[src/pkg/lps_cfg.svh]
// Purpose: constants of the light and proximity sequencer
// Assumes: 25 MHz pclk
// Notes:   times are given in their own unit, cycle counts derive from them
`ifndef LPS_CFG_SVH
`define LPS_CFG_SVH

`define LPS_CLK_KHZ        25000
`define LPS_ALS_CONV_MS    100
`define LPS_PROX_CONV_US   540
`define LPS_LED_PULSE_US   100
`define LPS_SLEEP_MAX_MS   800

`define LPS_TMR_W          25
`define LPS_ALS_W          12
`define LPS_PROX_W         8

// register byte offsets
`define LPS_REG_CONFIG     8'h00
`define LPS_REG_ALS_LOW    8'h04
`define LPS_REG_ALS_HIGH   8'h08
`define LPS_REG_PROX_THR   8'h0c
`define LPS_REG_STATUS     8'h10
`define LPS_REG_MASK       8'h14
`define LPS_REG_ALS_DATA   8'h18
`define LPS_REG_PROX_DATA  8'h1c
`define LPS_REG_STRAP      8'h20

// config fields
`define LPS_CFG_RUN        0
`define LPS_CFG_ALS_EN     1
`define LPS_CFG_PROX_EN    2
`define LPS_CFG_RANGE      3
`define LPS_CFG_AMP        4
`define LPS_CFG_SLEEP_LO   5
`define LPS_CFG_SLEEP_HI   7
`define LPS_CFG_AND        8
`define LPS_CFG_APERS_LO   9
`define LPS_CFG_APERS_HI   10
`define LPS_CFG_PPERS_LO   11
`define LPS_CFG_PPERS_HI   12
`define LPS_CFG_W          13
`define LPS_CFG_RESET      13'h0000

// status / mask fields
`define LPS_ST_ALS_INT     0
`define LPS_ST_PROX_INT    1
`define LPS_ST_ALS_DONE    2
`define LPS_ST_PROX_DONE   3
`define LPS_ST_W           4

`define LPS_ALS_LOW_RESET  12'h000
`define LPS_ALS_HIGH_RESET 12'hfff
`define LPS_PROX_THR_RESET 8'hff

`endif

[src/pkg/lps_pkg.sv]
// Purpose: shared types of the light and proximity sequencer
// Assumes: nothing
// Notes:   one-hot proximity sequence states
package lps_pkg;

	typedef enum logic [2:0]
	{
		LPS_PX_SLEEP = 3'b001,
		LPS_PX_LED   = 3'b010,
		LPS_PX_CONV  = 3'b100
	} lps_px_state_t;

	typedef logic [1:0] lps_pers_t;

endpackage

[src/rtl/lps_persist.sv]
// Purpose: consecutive-trigger filter for one interrupt source
// Assumes: sample is a one-cycle strobe per result
// Notes:   fire is a one-cycle pulse on the qualifying result
`timescale 1ns/100ps
`include "lps_cfg.svh"

module lps_persist
(
	input  wire logic             pclk,
	input  wire logic             presetn,
	input  wire logic             sample,
	input  wire logic             trigger,
	input  wire lps_pkg::lps_pers_t sel,
	input  wire logic             restart,
	output logic                  fire
);
	import lps_pkg::*;

	logic [4:0] count;
	logic [4:0] need;
	logic [4:0] next_count;

	always_comb
	begin
		unique case (sel)
			2'h0: need = 5'h01;
			2'h1: need = 5'h04;
			2'h2: need = 5'h08;
			2'h3: need = 5'h10;
		endcase
	end

	always_comb
	begin
		next_count = count;
		if (sample && !trigger)
			next_count = 5'h00;
		else if (sample && count < need)
			next_count = count + 5'h01;
	end

	// a restart from the host clear wins over a result in the same cycle
	always_ff @(posedge pclk or negedge presetn)
	begin
		if (!presetn)
			count <= 5'h00;
		else if (restart)
			count <= 5'h00;
		else
			count <= next_count;
	end

	always_ff @(posedge pclk or negedge presetn)
	begin
		if (!presetn)
			fire <= 1'b0;
		else
			fire <= !restart && sample && trigger && (next_count == need) && (count < need);
	end

endmodule

[src/rtl/lps_top.sv]
// Purpose: sequencing and interrupt logic of an ambient light and proximity sensor
// Assumes: converter results are produced by logic on pclk; APB slave, zero wait on access
// Notes:   long timer counts are parameters so a simulation can shorten them
// Functional notes
// - ambient-light and proximity conversions run on separate timers, neither waits.
// - each ambient-light conversion takes 100 ms.
// - each proximity conversion takes 540 us.
// - during a proximity conversion the LED sink is switched on and the result is taken.
// - the LED pulse lasts 100 us and its amplitude is host-selectable between 110 and 220 mA.
// - between proximity pulses the block sleeps for a programmable time of at most 800 ms.
// - an ambient-light result outside the low/high window is a trigger.
// - a proximity result above the threshold is a trigger.
// - a flag needs 1, 4, 8 or 16 consecutive triggers; a non-trigger restarts the count.
// - optionally the interrupt needs both channels to trigger together, up to 16 times in a row.
// - an interrupt event sets readable status bits and, where its mask bit is set, drives the interrupt pin.
// - the interrupt pin is open drain, pulled low when active and released otherwise.
// - the ambient-light range is host-selectable, 125 lux or 2000 lux.
`timescale 1ns/100ps
`include "lps_cfg.svh"

module lps_top
#(
	parameter int ALS_CONV_CYC  = `LPS_ALS_CONV_MS * `LPS_CLK_KHZ,
	parameter int PROX_CONV_CYC = `LPS_PROX_CONV_US * `LPS_CLK_KHZ / 1000,
	parameter int SLEEP_MAX_CYC = `LPS_SLEEP_MAX_MS * `LPS_CLK_KHZ
)
(
	input  wire logic                   pclk,
	input  wire logic                   presetn,
	input  wire logic                   psel,
	input  wire logic                   penable,
	input  wire logic                   pwrite,
	input  wire logic [31:0]            paddr,
	input  wire logic [31:0]            pwdata,
	output logic [31:0]                 prdata,
	output logic                        pready,
	output logic                        pslverr,
	input  wire logic [`LPS_ALS_W-1:0]  ambient_light_channel_code,
	input  wire logic [`LPS_PROX_W-1:0] prox_code,
	output logic                        ambient_light_channel_range,
	output logic                        als_converting,
	output logic                        prox_converting,
	output logic                        led_sink_pin_on,
	output logic                        led_sink_pin_high_amp,
	input  wire logic                   address_select_pin,
	output logic                        i2c_addr_bit,
	output logic                        int_pin_o,
	output logic                        int_pin_oe,
	output logic                        irq
);
	import lps_pkg::*;

	localparam int LED_CYC = `LPS_LED_PULSE_US * `LPS_CLK_KHZ / 1000;

	logic [`LPS_CFG_W-1:0]  cfg;
	logic [`LPS_ALS_W-1:0]  als_low;
	logic [`LPS_ALS_W-1:0]  als_high;
	logic [`LPS_PROX_W-1:0] prox_thr;
	logic [`LPS_ST_W-1:0]   status;
	logic [`LPS_ST_W-1:0]   mask;
	logic [`LPS_ALS_W-1:0]  als_data;
	logic [`LPS_PROX_W-1:0] prox_data;
	logic                   strap_s1;
	logic                   strap_s2;
	logic                   strap_taken;
	logic                   strap;

	logic                   run;
	logic                   wr_en;
	logic                   setup;
	logic [7:0]             addr;
	logic [`LPS_ST_W-1:0]   clr;
	logic [`LPS_ST_W-1:0]   set;

	logic [`LPS_TMR_W-1:0]  als_tmr;
	logic                   als_sample;
	logic [`LPS_TMR_W-1:0]  px_tmr;
	logic [`LPS_TMR_W-1:0]  sleep_cyc;
	lps_px_state_t          px_state;
	logic                   prox_sample;

	logic                   als_trig;
	logic                   prox_trig;
	logic                   als_trig_last;
	logic                   prox_trig_last;
	logic [2:0]             p_sample;
	logic [2:0]             p_trig;
	logic [2:0]             p_restart;
	lps_pers_t              p_sel [3];
	logic [2:0]             p_fire;

	assign run   = cfg[`LPS_CFG_RUN];
	assign setup = psel && !penable;
	assign wr_en = psel && penable && pwrite;
	assign addr  = paddr[7:0];

	// apb: read data and error latched in setup, every access ends after one access cycle
	assign pready = psel && penable;

	always_ff @(posedge pclk or negedge presetn)
	begin
		if (!presetn)
		begin
			prdata  <= 32'h0;
			pslverr <= 1'b0;
		end
		else if (setup)
		begin
			prdata  <= 32'h0;
			pslverr <= 1'b0;
			unique case (addr)
				`LPS_REG_CONFIG:    prdata[`LPS_CFG_W-1:0] <= cfg;
				`LPS_REG_ALS_LOW:   prdata[`LPS_ALS_W-1:0] <= als_low;
				`LPS_REG_ALS_HIGH:  prdata[`LPS_ALS_W-1:0] <= als_high;
				`LPS_REG_PROX_THR:  prdata[`LPS_PROX_W-1:0] <= prox_thr;
				`LPS_REG_STATUS:    prdata[`LPS_ST_W-1:0] <= status;
				`LPS_REG_MASK:      prdata[`LPS_ST_W-1:0] <= mask;
				`LPS_REG_ALS_DATA:  prdata[`LPS_ALS_W-1:0] <= als_data;
				`LPS_REG_PROX_DATA: prdata[`LPS_PROX_W-1:0] <= prox_data;
				`LPS_REG_STRAP:     prdata[0] <= strap;
				default:            pslverr <= (paddr[31:8] != 24'h0) || 1'b1;
			endcase
			if (paddr[31:8] != 24'h0 || paddr[1:0] != 2'h0)
				pslverr <= 1'b1;
		end
	end

	// writable registers stay alive while powered down
	always_ff @(posedge pclk or negedge presetn)
	begin
		if (!presetn)
		begin
			cfg      <= `LPS_CFG_RESET;
			als_low  <= `LPS_ALS_LOW_RESET;
			als_high <= `LPS_ALS_HIGH_RESET;
			prox_thr <= `LPS_PROX_THR_RESET;
			mask     <= '0;
		end
		else if (wr_en && !pslverr)
		begin
			unique case (addr)
				`LPS_REG_CONFIG:   cfg      <= pwdata[`LPS_CFG_W-1:0];
				`LPS_REG_ALS_LOW:  als_low  <= pwdata[`LPS_ALS_W-1:0];
				`LPS_REG_ALS_HIGH: als_high <= pwdata[`LPS_ALS_W-1:0];
				`LPS_REG_PROX_THR: prox_thr <= pwdata[`LPS_PROX_W-1:0];
				`LPS_REG_MASK:     mask     <= pwdata[`LPS_ST_W-1:0];
				default:           ;
			endcase
		end
	end

	// the strap synchroniser has no reset: it fills while reset is held, so the
	// one-time capture at the first edge after release sees the pin and not a cleared flop
	always_ff @(posedge pclk)
	begin
		strap_s1 <= address_select_pin;
		strap_s2 <= strap_s1;
	end

	always_ff @(posedge pclk or negedge presetn)
	begin
		if (!presetn)
		begin
			strap_taken <= 1'b0;
			strap       <= 1'b0;
		end
		else if (!strap_taken)
		begin
			strap_taken <= 1'b1;
			strap       <= strap_s2;
		end
	end

	assign i2c_addr_bit = strap;

	// ambient-light channel: free running conversion timer of its own
	always_ff @(posedge pclk or negedge presetn)
	begin
		if (!presetn)
			als_tmr <= '0;
		else if (!run || !cfg[`LPS_CFG_ALS_EN])
			als_tmr <= '0;
		else if (als_tmr == `LPS_TMR_W'(ALS_CONV_CYC - 1))
			als_tmr <= '0;
		else
			als_tmr <= als_tmr + `LPS_TMR_W'(1);
	end

	assign als_sample = run && cfg[`LPS_CFG_ALS_EN] && (als_tmr == `LPS_TMR_W'(ALS_CONV_CYC - 1));

	always_ff @(posedge pclk or negedge presetn)
	begin
		if (!presetn)
			als_converting <= 1'b0;
		else
			als_converting <= run && cfg[`LPS_CFG_ALS_EN];
	end

	always_ff @(posedge pclk or negedge presetn)
	begin
		if (!presetn)
			ambient_light_channel_range <= 1'b0;
		else
			ambient_light_channel_range <= cfg[`LPS_CFG_RANGE];
	end

	// sleep selection halves the longest period per step, so 800 ms is the ceiling
	assign sleep_cyc = `LPS_TMR_W'(SLEEP_MAX_CYC) >> cfg[`LPS_CFG_SLEEP_HI:`LPS_CFG_SLEEP_LO];

	// proximity channel: sleep, led pulse inside the conversion, then sample
	always_ff @(posedge pclk or negedge presetn)
	begin
		if (!presetn)
		begin
			px_state <= LPS_PX_SLEEP;
			px_tmr   <= '0;
		end
		else if (!run || !cfg[`LPS_CFG_PROX_EN])
		begin
			px_state <= LPS_PX_SLEEP;
			px_tmr   <= '0;
		end
		else
		begin
			unique case (px_state)
				LPS_PX_SLEEP:
					if (px_tmr >= sleep_cyc - `LPS_TMR_W'(1))
					begin
						px_state <= LPS_PX_LED;
						px_tmr   <= '0;
					end
					else
						px_tmr <= px_tmr + `LPS_TMR_W'(1);
				LPS_PX_LED:
				begin
					px_tmr <= px_tmr + `LPS_TMR_W'(1);
					if (px_tmr == `LPS_TMR_W'(LED_CYC - 1))
						px_state <= LPS_PX_CONV;
				end
				LPS_PX_CONV:
					if (px_tmr == `LPS_TMR_W'(PROX_CONV_CYC - 1))
					begin
						px_state <= LPS_PX_SLEEP;
						px_tmr   <= '0;
					end
					else
						px_tmr <= px_tmr + `LPS_TMR_W'(1);
				default:
				begin
					px_state <= LPS_PX_SLEEP;
					px_tmr   <= '0;
				end
			endcase
		end
	end

	assign prox_sample = run && cfg[`LPS_CFG_PROX_EN] && (px_state == LPS_PX_CONV)
		&& (px_tmr == `LPS_TMR_W'(PROX_CONV_CYC - 1));

	always_ff @(posedge pclk or negedge presetn)
	begin
		if (!presetn)
		begin
			led_sink_pin_on       <= 1'b0;
			led_sink_pin_high_amp <= 1'b0;
			prox_converting       <= 1'b0;
		end
		else
		begin
			led_sink_pin_on       <= run && cfg[`LPS_CFG_PROX_EN] && (px_state == LPS_PX_LED);
			led_sink_pin_high_amp <= cfg[`LPS_CFG_AMP];
			prox_converting       <= run && cfg[`LPS_CFG_PROX_EN] && (px_state != LPS_PX_SLEEP);
		end
	end

	// results are captured at the end of each conversion
	always_ff @(posedge pclk or negedge presetn)
	begin
		if (!presetn)
			als_data <= '0;
		else if (als_sample)
			als_data <= ambient_light_channel_code;
	end

	always_ff @(posedge pclk or negedge presetn)
	begin
		if (!presetn)
			prox_data <= '0;
		else if (prox_sample)
			prox_data <= prox_code;
	end

	assign als_trig  = (ambient_light_channel_code < als_low)
		|| (ambient_light_channel_code > als_high);
	assign prox_trig = prox_code > prox_thr;

	// last result of each channel, for the joint mode
	always_ff @(posedge pclk or negedge presetn)
	begin
		if (!presetn)
		begin
			als_trig_last  <= 1'b0;
			prox_trig_last <= 1'b0;
		end
		else
		begin
			if (als_sample)
				als_trig_last <= als_trig;
			if (prox_sample)
				prox_trig_last <= prox_trig;
		end
	end

	assign clr = (wr_en && !pslverr && addr == `LPS_REG_STATUS) ? pwdata[`LPS_ST_W-1:0] : '0;

	// filters 0/1 per channel, filter 2 counts joint results
	assign p_sample[0]  = als_sample && !cfg[`LPS_CFG_AND];
	assign p_sample[1]  = prox_sample && !cfg[`LPS_CFG_AND];
	assign p_sample[2]  = (als_sample || prox_sample) && cfg[`LPS_CFG_AND];
	assign p_trig[0]    = als_trig;
	assign p_trig[1]    = prox_trig;
	assign p_trig[2]    = (als_sample ? als_trig : als_trig_last)
		&& (prox_sample ? prox_trig : prox_trig_last);
	assign p_sel[0]     = cfg[`LPS_CFG_APERS_HI:`LPS_CFG_APERS_LO];
	assign p_sel[1]     = cfg[`LPS_CFG_PPERS_HI:`LPS_CFG_PPERS_LO];
	assign p_sel[2]     = cfg[`LPS_CFG_PPERS_HI:`LPS_CFG_PPERS_LO];
	assign p_restart[0] = clr[`LPS_ST_ALS_INT] || !run;
	assign p_restart[1] = clr[`LPS_ST_PROX_INT] || !run;
	assign p_restart[2] = (clr[`LPS_ST_ALS_INT] || clr[`LPS_ST_PROX_INT]) || !run;

	genvar gi;
	generate
		for (gi = 0; gi < 3; gi++)
		begin : g_pers
			lps_persist u_pers
			(
				.pclk    (pclk),
				.presetn (presetn),
				.sample  (p_sample[gi]),
				.trigger (p_trig[gi]),
				.sel     (p_sel[gi]),
				.restart (p_restart[gi]),
				.fire    (p_fire[gi])
			);
		end
	endgenerate

	always_comb
	begin
		set = '0;
		set[`LPS_ST_ALS_INT]   = p_fire[0] || p_fire[2];
		set[`LPS_ST_PROX_INT]  = p_fire[1] || p_fire[2];
		set[`LPS_ST_ALS_DONE]  = als_sample;
		set[`LPS_ST_PROX_DONE] = prox_sample;
	end

	// sticky status, write one to clear; a set in the same cycle wins
	always_ff @(posedge pclk or negedge presetn)
	begin
		if (!presetn)
			status <= '0;
		else
			status <= (status & ~clr) | set;
	end

	always_ff @(posedge pclk or negedge presetn)
	begin
		if (!presetn)
			irq <= 1'b0;
		else
			irq <= |(status & mask);
	end

	// open drain: only ever drive low
	assign int_pin_o  = 1'b0;
	assign int_pin_oe = irq;

endmodule

[config.mk]
export PLATFORM = sky130hd
export DESIGN_NAME = lps_top
export DESIGN_NICKNAME = d
export VERILOG_FILES = /design/src/pkg/lps_pkg.sv /design/src/rtl/lps_persist.sv /design/src/rtl/lps_top.sv
export VERILOG_INCLUDE_DIRS = /design/src /design/src/pkg
export SDC_FILE = /design/constraint.sdc
export NUM_CORES = 1
export LEC_CHECK = 0
export BUFFER_PORTS_ARGS = -buffer_cell sky130_fd_sc_hd__buf_2
export CORE_AREA = 2 2 131 133
export CTS_CLUSTER_SIZE = 28
export DETAILED_ROUTE_END_ITERATION = 16
export DIE_AREA = 0 0 133 135
export PLACE_DENSITY = 0.9
export REMOVE_ABC_BUFFERS = 1
export SYNTH_ARGS = -nofsm -noshare
export SYNTH_HDL_FRONTEND = slang
export SYNTH_SLANG_ARGS = --single-unit
[constraint.sdc]
create_clock -name pclk -period 9.2 [get_ports pclk]
set_clock_uncertainty 0.15 [all_clocks]
set_input_delay 1.84 -clock pclk [delete_from_list [all_inputs] [get_ports pclk]]
set_output_delay 1.84 -clock pclk [all_outputs]
set_load 0.005 [all_outputs]
==> impl_metrics.json <==
{
  "ir_worst_vdd_uv": 150.6,
  "seq_area_frac_synth_pct": 41.55,
  "setup_viol": 0,
  "max_freq_mhz": 214.9,
  "yosys.area_share.simple_pct": 18.70,
  "grt_pass1_vias": 8589,
  "end_kind": "flop",
  "cts_sinks": 170,
  "maxCapViolations": 0,
  "die_area_um2": 17960,
  "gp_congestion": 0.8813,
  "drive_above_1_share_pct": 21.80,
  "finalNonFillerCells": 1353,
  "synth_compound_gate_area_share_pct": 11.53,
  "drtPass1Iterations": 5,
  "cpPeakStageDelay_ns": 0.53,
  "rows": 47,
  "die_w_um": 133,
  "diodes": 0,
  "p_leak_uw": 0.005356,
  "design_area_um2": 11530,
  "ant_nets": 0,
  "power_uw": 1612,
  "cts_buffer_depth": 2,
  "drv_slew": 0,
  "setup_slack_ns": 4.546,
  "drc": 0,
  "finalNetCount": 1288,
  "cp-start-kind": "flop",
  "grt_max_degree": 65,
  "avgSynthCellArea_um2": 9.970,
  "final_common_cell": "dfrtp_1",
  "crit_slowest_cell": "dfrtp_1",
  "cp.required_ns": 9.41,
  "syn_inst": 1031,
  "yosys_most_used_dff": "dfrtp_1",
  "grt_usage_pct": 30.59,
  "hold_viol": 0,
  "areaGrowthSynthToFinish_pct": 12.20,
  "synth_adder_area_share_pct": 9.495,
  "synth-seq-cells": 170,
  "p_per_area_nw_per_um2": 139.8,
  "grt_pass1_wl_um": 43300,
  "cts_buffers": 17,
  "dieHeight_um": 135,
  "wl_um": 26780,
  "post_cts_buffers": 0,
  "netlist_area_um2": 10280,
  "min_period_ns": 4.654,
  "place_ws_ns": 4.579,
  "path_cells": "inv_1 -> ha_1 -> nand2_1 -> ha_1 -> nand2_1 -> nor3_1 -> o21a_1 -> o21ai_0 -> nor2_1 -> a32o_1 -> ha_1 -> a21oi_1 -> nor2_1 -> a211oi_1 -> o211ai_1 -> a211oi_1 -> o31ai_1 -> a21o_2 -> a21oi_1",
  "crit_family": "compound AO/OA/AOI/OAI gates",
  "via_per_inst": 6.374,
  "final.period_utilization_pct": 50.58,
  "layout_common_cells": "dfrtp_1, buf_2, nor2_1, nand2_1, ha_1",
  "dp_hpwl_um": 18420,
  "rsz0062_at_grt": "false",
  "crit_arrival_ns": 4.86,
  "synthMuxAreaShare_pct": 8.606,
  "synth_edf_count": 0,
  "core_um2": 16410,
  "worstMarginPinSlew_ns": 1.215,
  "vias": 8624,
  "path_buf_inv": 1,
  "synth_top_family_by_area": "simple AND/OR/NAND/NOR gates",
  "outcome": "finished, final reports clean",
  "start_util_pct": 62.65,
  "ys.warnings.count": 0,
  "cts_tree": "yes",
  "crit_top_cell": "ha_1",
  "place_area_um2": 10890,
  "synthXorXnorAreaFrac_pct": 5.502,
  "clock_latency_ns": 0.44,
  "hold_path_class": "reg2reg",
  "ctsHoldBuffers": 0,
  "clk_pin_slew_ns": 0.07,
  "antenna_found_initial": 0,
  "first_iter_violations": 890,
  "setup_tns_ns": 0,
  "dp.cells": 1321,
  "synth_cell_types": 77,
  "slew_headroom_pct": 18.54,
  "async_flop_share_pct": 98.82,
  "cp_max_fo": 25,
  "worstSetupPathType": "reg2reg",
  "root_buffer": "clkbuf_16",
  "port_buffers": 93,
  "grt_overflow_total": 0,
  "cts-htree-levels": 4,
  "ios": 133,
  "post_drt_wl_per_cell_um": 19.80,
  "cts_resized": 0
}
==> registers in the layout, indices dropped and copies added, names as in the netlist, 3 cells and up <==
name / count
prdata: 13
als_data: 12
g_pers.u_pers.fire: 3
status: 4
als_high: 12
prox_data: 8
als_tmr: 25
prox_thr: 8
g_pers.u_pers.count: 15
cfg: 13
px_tmr: 25
als_low: 12
mask: 4
px_state: 3
==> cell usage after synthesis (24+ instances only) <==
library cell,n,area [µm²]
ha_1,78,975.9
clkbuf_1,24,90.09
nor2_1,91,341.6
inv_1,51,191.4
nand3_1,45,225.2
nand2_1,88,330.3
dfrtp_1,147,3679
xnor2_1,30,262.8
o21ai_0,31,155.2
xor2_1,32,280.3
nand4_1,24,150.1
mux2_2,71,799.5
a21oi_1,37,185.2
==> report_power, final <==
group          total, µW  switching [µW]  internal, µW
Sequential           753            2.50           750
Clock                785             335           450
Combinational       74.1            48.7          25.4
Total               1610             386          1230
==> logic make-up (layout without fill, tap and decap cells) <==
kind of cell | after synthesis | in the layout
compound gates | 173 | 173
xor+xnor | 63 | 63
fa+ha+maj | 78 | 78
buf+inv | 101 | 184
flops | 170 | 170
mux | 79 | 79
other cells | 2 | 21
simple gates | 365 | 365
==> layer usage <==
layer,vias to the layer above,part of all wire [%],global-route usage (%)
met4,0,3.7,15.59
li1,3864,-,-
met5,-,0,0
met2,475,47,49.34
met3,98,8.0,6.532
met1,4187,41,39.29
==> metrics by stage <==
step	hold slack, ns	util [%]
after floorplan	0.1596	-
after global placement	0.1622	66.38
after detailed placement	0.1628	66.38
after CTS	0.1791	70.29
after global routing	0.1832	70.29
final	0.1787	70.29
==> area by class of cell <==
type | instances | area [µm²]
clock inverters | 13 | 198.9
inverters | 51 | 191.4
clock buffers | 19 | 442.9
flip-flops and latches | 170 | 4270
fillers | 1109 | 4875
repair buffers | 101 | 531.8
multi-input cells | 779 | 5622
well taps | 220 | 275.3
==> worst paths after layout <==
path                                          from  cells after the start  slack [ns]               endpoint
worst min register to register    strap_s1$_DFF_P_                      0        0.18       strap_s2$_DFF_P_
max in group asynchronous                  presetn                      3        5.80  prdata[6]$_DFFE_PN0P_
worst max-delay path            cfg[5]$_DFFE_PN0P_                     19        4.55   px_tmr[24]$_DFF_PN0_
worst min-delay path              strap_s1$_DFF_P_                      0        0.18       strap_s2$_DFF_P_
min in group asynchronous                  presetn                      1        1.16   px_tmr[21]$_DFF_PN0_
worst max register to register  cfg[5]$_DFFE_PN0P_                     19        4.55   px_tmr[24]$_DFF_PN0_
(Power assumes the default switching activity.)
